File: src/shared/acd_pkg.sv
/*
 * Holds the control word layout, reset value and decode codes of the amplifier
 * configuration decoder.
 * Assumes a single 40 MHz clock domain and nothing else around it.
 */
package acd_pkg;
    localparam int WORD_W = 16;
    localparam logic [15:0] WORD_RESET = 16'h0000;
    localparam int GAIN_LSB = 0;
    localparam int COMP_LSB = 3;
    localparam int SIGN_BIT = 8;
    localparam int ROUTE_LSB = 6;
    localparam int PDOWN_BIT = 9;
    localparam int EXT_FILTER_SELECT_BIT = 10;
    localparam int PIN_BIT = 11;
    localparam int CUR_LSB = 12;
    localparam logic [2:0] GAIN_EXTERNAL = 3'h7;
    localparam logic [2:0] CUR_OFF_DOWN = 3'h0;
    localparam logic [2:0] CUR_OFF_POWERED = 3'h6;
    localparam logic [2:0] CUR_FORBIDDEN = 3'h7;
    localparam int SETTLE_NS = 50000;
    localparam int CLK_PERIOD_NS = 25;
    localparam int SETTLE_CYCLES = (SETTLE_NS + CLK_PERIOD_NS - 1) / CLK_PERIOD_NS;
    localparam int SETTLE_W = 11;
endpackage

File: src/design/acd_decode.sv
/*
 * Holds the control word register of the amplifier configuration decoder and
 * turns it into switch and current-source controls.
 * Assumes the serial shifter delivers a whole word with a same-clock write strobe.
 */
// Overview of operation
// A one in the power-down bit puts the amplifier into shutdown, a zero keeps it active.
// For gain codes 0 to 6 the feedback switch follows the external filter select bit.
// Gain code 7 holds the feedback switch closed whatever the filter select bit says.
// Filter select set with a compensation code top bit of one makes the amp unity-gain stable.
// The host clears the filter select bit whenever no external filter capacitor is fitted.
// The probe current goes to the positive input for pin select zero, else the negative one.
// Current code 0 is off and unpowered, 1-5 give 10nA-100uA, 6 is off but powered, 7 barred.
// Route codes 2 and 3 float one input, divide the other by 50 and tie the spare input low.
// In divide-by-50 routing gain codes 0 to 6 give 0.2 to 20, and the sign flip negates them.
// The host writes 0x0082 or 0x00C2 for the common-mode test, each at unity overall gain.
// The host writes 0x5082 then 0x58C2 at 100uA and flags a degraded line on a mismatch.
// The host writes 0x5000 for the shorted-input test at gain code zero with 100uA.
// The gain code sits in bits 2 to 0, codes 0 to 6 fixed gains and code 7 external gain.
// Route select and sign flip sit in bits 8 to 6.
// The bandwidth compensation code sits in bits 5 to 3.
// Reset clears the whole control word to zero, and it stays zero until the supply has settled.
module acd_decode (
    input wire logic clk,
    input wire logic resetn,
    input wire logic clk_en,
    input wire logic word_write,
    input wire logic [15:0] word_data,
    output logic settled,
    output logic power_down,
    output logic feedback_switch_b,
    output logic gain_switch_a,
    output logic unity_gain_stable,
    output logic [2:0] gain_code,
    output logic [2:0] bandwidth_comp_code,
    output logic [1:0] input_route_select,
    output logic input_sign_flip,
    output logic divide_by_50,
    output logic tie_spare_low,
    output logic probe_to_negative,
    output logic [4:0] probe_current_sel,
    output logic probe_powered,
    output logic bad_current_code
);
    logic [15:0] amplifier_control_word;
    logic [10:0] settle_cnt;
    logic [15:0] cw;

    // Gain code 7 hands the gain to external resistors; the switches and the gain switch check share this test.
    function automatic logic is_ext_gain(input logic [2:0] code);
        return code == acd_pkg::GAIN_EXTERNAL;
    endfunction

    // One-hot select of the probe current magnitude, empty for the off and barred codes.
    function automatic logic [4:0] cur_onehot(input logic [2:0] code);
        if (code >= 3'h1 && code <= 3'h5) begin
            return 5'(5'h01 << (code - 3'h1));
        end
        return 5'h00;
    endfunction

    // Writes before the supply settles are dropped, so early glitches cannot corrupt the word.
    wire settle_done = (settle_cnt == 11'(acd_pkg::SETTLE_CYCLES));
    wire take = clk_en && settle_done && word_write;
    wire [15:0] next_word = take ? word_data : amplifier_control_word;
    assign cw = next_word;

    wire [2:0] nx_gain = cw[acd_pkg::GAIN_LSB +: 3];
    wire [2:0] nx_comp = cw[acd_pkg::COMP_LSB +: 3];
    wire [1:0] nx_route = cw[acd_pkg::ROUTE_LSB +: 2];
    wire nx_sign = cw[acd_pkg::SIGN_BIT];
    wire nx_ext_filter_select = cw[acd_pkg::EXT_FILTER_SELECT_BIT];
    wire [2:0] nx_cur = cw[acd_pkg::CUR_LSB +: 3];
    wire nx_ext = is_ext_gain(nx_gain);
    wire nx_fb = nx_ext | nx_ext_filter_select;
    wire nx_div = nx_route[1];
    wire nx_bad = (nx_cur == acd_pkg::CUR_FORBIDDEN);
    wire [4:0] nx_sel = cur_onehot(nx_cur);
    wire nx_pow = (nx_cur != acd_pkg::CUR_OFF_DOWN) && !nx_bad;

    // Fields of the stored word, read only by the checks below.
    wire [2:0] held_gain = amplifier_control_word[acd_pkg::GAIN_LSB +: 3];
    wire [2:0] held_comp = amplifier_control_word[acd_pkg::COMP_LSB +: 3];
    wire [1:0] held_route = amplifier_control_word[acd_pkg::ROUTE_LSB +: 2];
    wire held_sign = amplifier_control_word[acd_pkg::SIGN_BIT];
    wire held_pdown = amplifier_control_word[acd_pkg::PDOWN_BIT];
    wire held_ext_filter_select = amplifier_control_word[acd_pkg::EXT_FILTER_SELECT_BIT];
    wire [2:0] held_cur = amplifier_control_word[acd_pkg::CUR_LSB +: 3];

    always_ff @(posedge clk) begin
        if (!resetn) begin
            settle_cnt <= 11'h000;
            settled <= 1'b0;
            amplifier_control_word <= acd_pkg::WORD_RESET;
            power_down <= 1'b0;
            feedback_switch_b <= 1'b0;
            gain_switch_a <= 1'b1;
            unity_gain_stable <= 1'b0;
            gain_code <= 3'h0;
            bandwidth_comp_code <= 3'h0;
            input_route_select <= 2'h0;
            input_sign_flip <= 1'b0;
            divide_by_50 <= 1'b0;
            tie_spare_low <= 1'b0;
            probe_to_negative <= 1'b0;
            probe_current_sel <= 5'h00;
            probe_powered <= 1'b0;
            bad_current_code <= 1'b0;
        end else if (clk_en) begin
            if (!settle_done) begin
                settle_cnt <= settle_cnt + 11'h001;
            end
            settled <= settle_done;
            amplifier_control_word <= next_word;
            power_down <= cw[acd_pkg::PDOWN_BIT];
            feedback_switch_b <= nx_fb;
            gain_switch_a <= !nx_ext;
            unity_gain_stable <= nx_ext_filter_select && nx_comp[2];
            gain_code <= nx_gain;
            bandwidth_comp_code <= nx_comp;
            input_route_select <= nx_route;
            input_sign_flip <= nx_sign;
            divide_by_50 <= nx_div;
            tie_spare_low <= nx_div;
            probe_to_negative <= cw[acd_pkg::PIN_BIT];
            probe_current_sel <= nx_sel;
            probe_powered <= nx_pow;
            bad_current_code <= nx_bad;
        end
    end

    property p_shutdown;
        @(posedge clk) disable iff (!resetn)
        (clk_en && take) |=> (power_down == $past(word_data[9]));
    endproperty
    a_shutdown: assert property (p_shutdown) else $error("power-down mismatch");

    property p_fb_follow;
        @(posedge clk) disable iff (!resetn)
        (gain_code != 3'h7) |-> (feedback_switch_b == amplifier_control_word[10]);
    endproperty
    a_fb_follow: assert property (p_fb_follow) else $error("feedback switch wrong");

    property p_fb_ext;
        @(posedge clk) disable iff (!resetn)
        (gain_code == 3'h7) |-> (feedback_switch_b && !gain_switch_a);
    endproperty
    a_fb_ext: assert property (p_fb_ext) else $error("external gain switch wrong");

    property p_unity;
        @(posedge clk) disable iff (!resetn)
        unity_gain_stable |-> (amplifier_control_word[10] && bandwidth_comp_code[2]);
    endproperty
    a_unity: assert property (p_unity) else $error("unity-gain mismatch");

    property p_pin;
        @(posedge clk) disable iff (!resetn)
        probe_to_negative == amplifier_control_word[11];
    endproperty
    a_pin: assert property (p_pin) else $error("probe pin mismatch");

    property p_cur100u;
        @(posedge clk) disable iff (!resetn)
        (amplifier_control_word[14:12] == 3'h5) |-> (probe_current_sel == 5'h10 && probe_powered);
    endproperty
    a_cur100u: assert property (p_cur100u) else $error("current decode wrong");

    property p_curoff;
        @(posedge clk) disable iff (!resetn)
        (amplifier_control_word[14:12] == 3'h6) |-> (probe_current_sel == 5'h00 && probe_powered);
    endproperty
    a_curoff: assert property (p_curoff) else $error("powered-off decode wrong");

    property p_div;
        @(posedge clk) disable iff (!resetn)
        divide_by_50 == held_route[1] && tie_spare_low == held_route[1];
    endproperty
    a_div: assert property (p_div) else $error("divide routing wrong");

    property p_pdown_hold;
        @(posedge clk) disable iff (!resetn)
        power_down == held_pdown;
    endproperty
    a_pdown_hold: assert property (p_pdown_hold) else $error("power-down not held");

    property p_unity_set;
        @(posedge clk) disable iff (!resetn)
        (held_ext_filter_select && held_comp[2]) |-> unity_gain_stable;
    endproperty
    a_unity_set: assert property (p_unity_set) else $error("unity-gain not set");

    property p_gain_a;
        @(posedge clk) disable iff (!resetn)
        gain_switch_a == !is_ext_gain(gain_code);
    endproperty
    a_gain_a: assert property (p_gain_a) else $error("gain switch wrong");

    property p_gain_field;
        @(posedge clk) disable iff (!resetn)
        gain_code == held_gain;
    endproperty
    a_gain_field: assert property (p_gain_field) else $error("gain code field wrong");

    property p_comp_field;
        @(posedge clk) disable iff (!resetn)
        bandwidth_comp_code == held_comp;
    endproperty
    a_comp_field: assert property (p_comp_field) else $error("compensation field wrong");

    property p_route_field;
        @(posedge clk) disable iff (!resetn)
        input_route_select == held_route && input_sign_flip == held_sign;
    endproperty
    a_route_field: assert property (p_route_field) else $error("route field wrong");

    property p_cur_down;
        @(posedge clk) disable iff (!resetn)
        (held_cur == acd_pkg::CUR_OFF_DOWN) |-> (probe_current_sel == 5'h00 && !probe_powered);
    endproperty
    a_cur_down: assert property (p_cur_down) else $error("unpowered decode wrong");

    property p_cur_bad;
        @(posedge clk) disable iff (!resetn)
        bad_current_code == (held_cur == acd_pkg::CUR_FORBIDDEN) &&
        (!bad_current_code || (probe_current_sel == 5'h00 && !probe_powered));
    endproperty
    a_cur_bad: assert property (p_cur_bad) else $error("barred current code wrong");

    property p_cur_onehot;
        @(posedge clk) disable iff (!resetn)
        $onehot0(probe_current_sel);
    endproperty
    a_cur_onehot: assert property (p_cur_onehot) else $error("current select not one-hot");

    property p_early_drop;
        @(posedge clk) disable iff (!resetn)
        (word_write && !settle_done) |=> (amplifier_control_word == acd_pkg::WORD_RESET);
    endproperty
    a_early_drop: assert property (p_early_drop) else $error("early write taken");

    property p_settle_cnt;
        @(posedge clk) disable iff (!resetn)
        settle_cnt <= 11'(acd_pkg::SETTLE_CYCLES);
    endproperty
    a_settle_cnt: assert property (p_settle_cnt) else $error("settle count overran");

    property p_settle;
        @(posedge clk) disable iff (!resetn)
        !settled |-> (amplifier_control_word == 16'h0000);
    endproperty
    a_settle: assert property (p_settle) else $error("word not clear before settle");
endmodule

File: config.mk
export PLATFORM = sky130hd
export DESIGN_NAME = acd_decode
export DESIGN_NICKNAME = d
export VERILOG_FILES = /design/src/shared/acd_pkg.sv /design/src/design/acd_decode.sv
export SDC_FILE = /design/constraint.sdc
export NUM_CORES = 1
export LEC_CHECK = 0
export BUFFER_PORTS_ARGS = -buffer_cell sky130_fd_sc_hd__clkbuf_2
export CAP_MARGIN = 20
export CORE_MARGIN = 4
export CORE_UTILIZATION = 52
export CTS_CLUSTER_SIZE = 10
export DETAILED_ROUTE_END_ITERATION = 10
export PLACE_DENSITY_LB_ADDON = 0.3
export SETUP_SLACK_MARGIN = 0.5
export SYNTH_ARGS = -nofsm -noshare
export SYNTH_HDL_FRONTEND = slang
export SYNTH_SLANG_ARGS = --single-unit
File: constraint.sdc
create_clock -name clk -period 2.8 [get_ports clk]
set_input_delay 0.14 -clock clk [delete_from_list [all_inputs] [get_ports clk]]
set_output_delay 0.14 -clock clk [all_outputs]
set_load 0.01 [all_outputs]
# After elaboration in Yosys (flattened, before gate mapping)
# Cells that the tools add are included.
totals:
  out_inout_bits: 24
  word_cells: 39
  ff_bits: 49
classes:
  add_sub_neg: 2
  n_shift: 1
  n_reduce_logical: 9
  n_mux: 4
  n_lt_le_gt_ge: 2
  bitwise_logic: 2
  n_eq_ne: 3
op_table:
  columns: ["op", "count"]
  rows:
  - ["15-bit two-way mux", 1]
  - ["11-bit by 1-bit adder with 11-bit output (second input constant)", 1]
  - ["11-bit equality test (second input constant)", 1]
  - ["5-bit two-way mux", 2]
  - ["3-bit equality test (second input constant)", 2]
  - ["1-bit logical AND", 5]
  - ["1-bit by 3-bit left shift with 5-bit output (first input constant)", 1]
  - ["3-bit by 1-bit greater-or-equal comparator with 1-bit output (second input constant)", 1]
  - ["3-bit <= comparator (second input constant)", 1]
  - ["3-bit nonzero test", 1]
  - ["3-bit by 1-bit subtractor with 3-bit output (second input constant)", 1]
  - ["1-bit zero test", 2]
  - ["2-bit AND reduction", 1]
  - ["1-bit two-way mux", 1]
  - ["1-bit NOT", 1]
  - ["1-bit OR", 1]

# Depth between registers and ports, before layout
logic_depth:
  word_depth: 8
  mapped_depth: 14

# Worst setup path after synthesis
# Ideal clock, no wire load.
synth_timing:
  kind: "register -> register"
  start: "register settle_cnt[0]"
  end: "register probe_current_sel[2]"
  setup_ps: 115
  period_less_slack_ps: 2343
  t_required_ps: 2685
  stages_incl_launch_ff: 13
  t_arrival_ps: 2228
  n_path_buf: 1
  setup_slack_ps: 457
  cell_sequence: "dfxtp_1 -> inv_1 -> ha_1 -> and4b_1 -> clkbuf_2 -> and4_4 -> mux2i_1 -> inv_1 -> ha_1 -> inv_1 -> and3_1 -> and3_1 -> a31o_1"
synth_between:
  elab_chain_cells: 8
  elab_cells_between_ends: 12
  cone_classes: "add/sub: 1; order compare: 2; eq/ne: 1; shift: 1; mux: 4; reduce/logical: 3"
synth_rtl:
  columns: ["item", "line_no", "text"]
  rows:
  - ["start: declaration", "acd_decode.sv:46", "logic [10:0] settle_cnt;"]
  - ["start signal: assignment", "acd_decode.sv:111", "settle_cnt <= settle_cnt + 11'h001;"]
  - ["start signal: assignment", "acd_decode.sv:243", "settle_cnt <= 11'(acd_pkg::SETTLE_CYCLES);"]
  - ["11-bit equality test (*)", "acd_decode.sv:63", "wire settle_done = (settle_cnt == 11'(acd_pkg::SETTLE_CYCLES));"]
  - ["1-bit logical AND (*) (2 in a row)", "acd_decode.sv:64", "wire take = clk_en && settle_done && word_write;"]
  - ["15-bit two-way mux (*)", "acd_decode.sv:65", "wire [15:0] next_word = take ? word_data : amplifier_control_word;"]
  - ["via cw[14]", "acd_decode.sv:47", "logic [15:0] cw;"]
  - ["3-bit by 1-bit subtractor with 3-bit output (tied with other cells)", "acd_decode.sv:57", "return 5'(5'h01 << (code - 3'h1));"]
  - ["1-bit by 3-bit left shift with 5-bit output or 1-bit logical AND (tied branches)", "acd_decode.sv:57, acd_decode.sv:56", null]
  - ["5-bit two-way mux or 1-bit two-way mux (tied branches)", "acd_decode.sv:56", "if (code >= 3'h1 && code <= 3'h5) begin"]
  - ["5-bit two-way mux (*)", "acd_decode.sv:59", "return 5'h00;"]
  - ["end signal: assignment", "acd_decode.sv:126", "probe_current_sel <= nx_sel;"]
  - ["end: declaration", "acd_decode.sv:41", "output logic [4:0] probe_current_sel,"]
# Mark *: on every way through the listed nets, which the timed path passes. The rest lies on a longest branch. The select of a mux whose other input is x is not followed.
# A chain may end at the register's enable or synchronous reset.

# Final worst setup path
layout_timing:
  start: "register settle_cnt[1]"
  end: "register probe_current_sel[2]"
# The elaborated chain is that of the path after synthesis.

==> results.ini <==
[cells_and_area]
mostFrequentLayoutCells = clkbuf_2 (42), nand2_1 (40), dfxtp_1 (35), a21boi_0 (14), and2_1 (10)
drive_gt1_frac = 0.300
area_growth_pct = 19.2
antenna_cells = 0
nets = 270
final_common_cell = clkbuf_2

[setup_path]
startpoint_type = flip-flop
crit_fanout = 2
cp_cell_sequence = inv_2 > ha_4 > and4b_2 > and4_4 > mux2i_4 > inv_2 > ha_4 > inv_2 > and3_4 > and3_4 > a31o_1
r2r-end = probe_current_sel[2]
r2r_cells = 11
crit_path_max_incr_delay_ns = 0.35
critPathSlowestCell = dfxtp_2
cpMostUsedCell = inv_2
timing.rr.start = settle_cnt[1]
crit_path_start = settle_cnt[1]
arrival_ns = 2.47
worstPathRequired_ns = 3.04
criticalPathCategory = flip-flop to flip-flop
crit_end = probe_current_sel[2]
r2r_slack_ns = 0.57
critPathCaptureType = flip-flop

[global_routing]
antenna_found_initial = 0
grt.overflow.total = 0
grt_pass1_wl_um = 5800
grt_max_degree = 39
grt_pass1_vias = 1284
gr-usage-all-layers = 0.174

[timing]
slew_viol_final = 0
setup_viol = 0
finalCriticalPeriod_ns = 2.23
rsz0062_at_grt = no
worstMarginPinSlew_ns = 0.634
slew_headroom = 0.577
fmax_ghz = 0.449
period_share = 0.796
holdWs_ns = 0.0169
final.setup.tns_ns = 0
finalHoldViolations = 0
finalClockSkew_ns = 0.0167

[clock_network]
clk_pin_slew_ns = 0.11
clkSinkCount = 37
insertion_delay_ns = 0.35
cts_root_buf = clkbuf_4
cts_tree = yes
cts_inserted_buffers = 5
htreeDepth = 2
clock_path_buffers = 2

[floorplan]
coreArea_sq_um = 3340
die_w_um = 66.7
die_area_sq_um = 4440
fp.dieH_um = 66.7
initial_utilization = 0.536
rows = 21
io_pins = 44

[drt]
drc_errors = 0
first_iter_violations = 63
wire_per_inst_um = 12.6
routed_wirelength_um = 3690
viasPerCell = 5.11
vias = 1496
drtAntennaViolNets = 0
dr.pass1.iters = 4

[power]
powerDensity_nw_per_um2 = 427
p_leak_uw = 0.000921
vdd_drop_max_mv = 0.325

[yosys]
ys.flop_type = dfxtp_1
netlist-cell-type-count = 38
yosysSeqAreaShare = 0.414
ys_ff_latch = 37
synth.cell_area_sq_um = 1790
ys_async_sr_fraction = 0
synth_edf_count = 0
avgSynthCellArea_sq_um = 8.60
syn-num-nets = 231
syn_inst = 208
synth_warnings = 0

[run]
maxCapViolations = 0

[placement]
gp_congestion = 0.844
port_buffers = 42
dp_hpwl_um = 2500

[run_status]
status = finished clean

[hold_path]
worstHoldPathType = input pin to flip-flop

-- layout make-up --
cell class / count / area (sq um)
clock buffers: 6 / 51.3
inverters: 5 / 18.8
multi-input cells: 145 / 951
clock inverters: 1 / 7.51
flip-flops and latches: 37 / 743
fillers: 304 / 1200
well taps: 46 / 57.6
repair buffers: 53 / 304
-- through the flow --
step / std cells / util / total power, uW / instance area (sq um) / worst slack (ns)
2_1_floorplan: 208 / - / 586 / 1810 / 0.519
3_3_place_gp: 278 / 0.589 / 613 / 1960 / 0.459
3_5_place_dp: 278 / 0.589 / 615 / 1960 / 0.394
4_1_cts: 290 / 0.620 / 914 / 2070 / 0.507
5_1_grt: 293 / 0.639 / 952 / 2130 / 0.501
6_report: 293 / 0.639 / 911 / 2130 / 0.571
-- per-layer routing --
layer	wire, um	GRT usage	part of all wire
met1	1720	0.223	0.47
met2	1640	0.262	0.45
met3	274	0.0708	0.074
met4	47	0.0609	0.013
met5	0	0	0
-- state kept, by name (all words and copies together), names as in the netlist --
name                    cells
bandwidth_comp_code         2
feedback_switch_b           1
settle_cnt                 11
probe_powered               1
gain_switch_a               1
bad_current_code            1
gain_code                   2
amplifier_control_word     10
probe_current_sel           5
unity_gain_stable           1
input_route_select          1
settled                     1
-- worst max-delay path: cells and delay by family, from the launching register on --
kind            cells  cell delay [ns]
simple gates        4             0.81
fa+ha+maj           2             0.39
flops               1             0.35
mux                 1             0.24
compound gates      1             0.17
buf+inv             3             0.16
-- repair_timing --
| item | CTS | global route |
|---|---|---|
| pin swaps | 0 | 2 |
| hold buffers | 1 | 2 |
| endpoints found under the hold margin | 1 | 2 |
| setup buffers | 4 | 1 |
| gates resized for setup | 3 | 9 |
| endpoints found under the setup margin | 1 | 1 |
-- how the worst min path moves through the flow --
stage | from | to | slack, ns | cells past startpoint
6_report | word_data[7] | amplifier_control_word[7] | 0.02 | 3
5_1_grt | word_data[11] | amplifier_control_word[11] | 0.005 | 3
4_1_cts | word_data[6] | input_route_select[0] | 0.0008 | 3
3_5_place_dp | word_data[4] | bandwidth_comp_code[1] | 0.39 | 3
3_3_place_gp | word_data[3] | bandwidth_comp_code[0] | 0.38 | 3
2_1_floorplan | word_data[11] | amplifier_control_word[11] | 0.29 | 2
-- kinds of logic after synthesis --
group	synth area share
buffers and inverters	0.0825
DFF	0.414
xor gates and xnor gates	0.0392
and+or+nand+nor	0.271
AOI/OAI and AO/OA	0.155
adders and majority gates	0.0210
muxes	0.0168
-- synthesized netlist by cell type, drive strengths merged, types with 5 or more instances --
cell type,count,area share
nand2,40,0.084
dfxtp,37,0.41
a21boi,15,0.063
buf,12,0.052
and2,10,0.035
clkbuf,9,0.020
nand3,8,0.022
nand4,8,0.031
nor2,8,0.017
and3,6,0.021
xnor2,6,0.029
inv,5,0.010
nor2b,5,0.017
o211ai,5,0.021
-- power breakdown --
group	switching, uW	internal [uW]	total [uW]
Combinational	38.9	37.3	76.2
Clock	179	118	297
Sequential	4.70	534	538
Total	223	689	911
No activity file was read; power rests on OpenSTA's default activity.
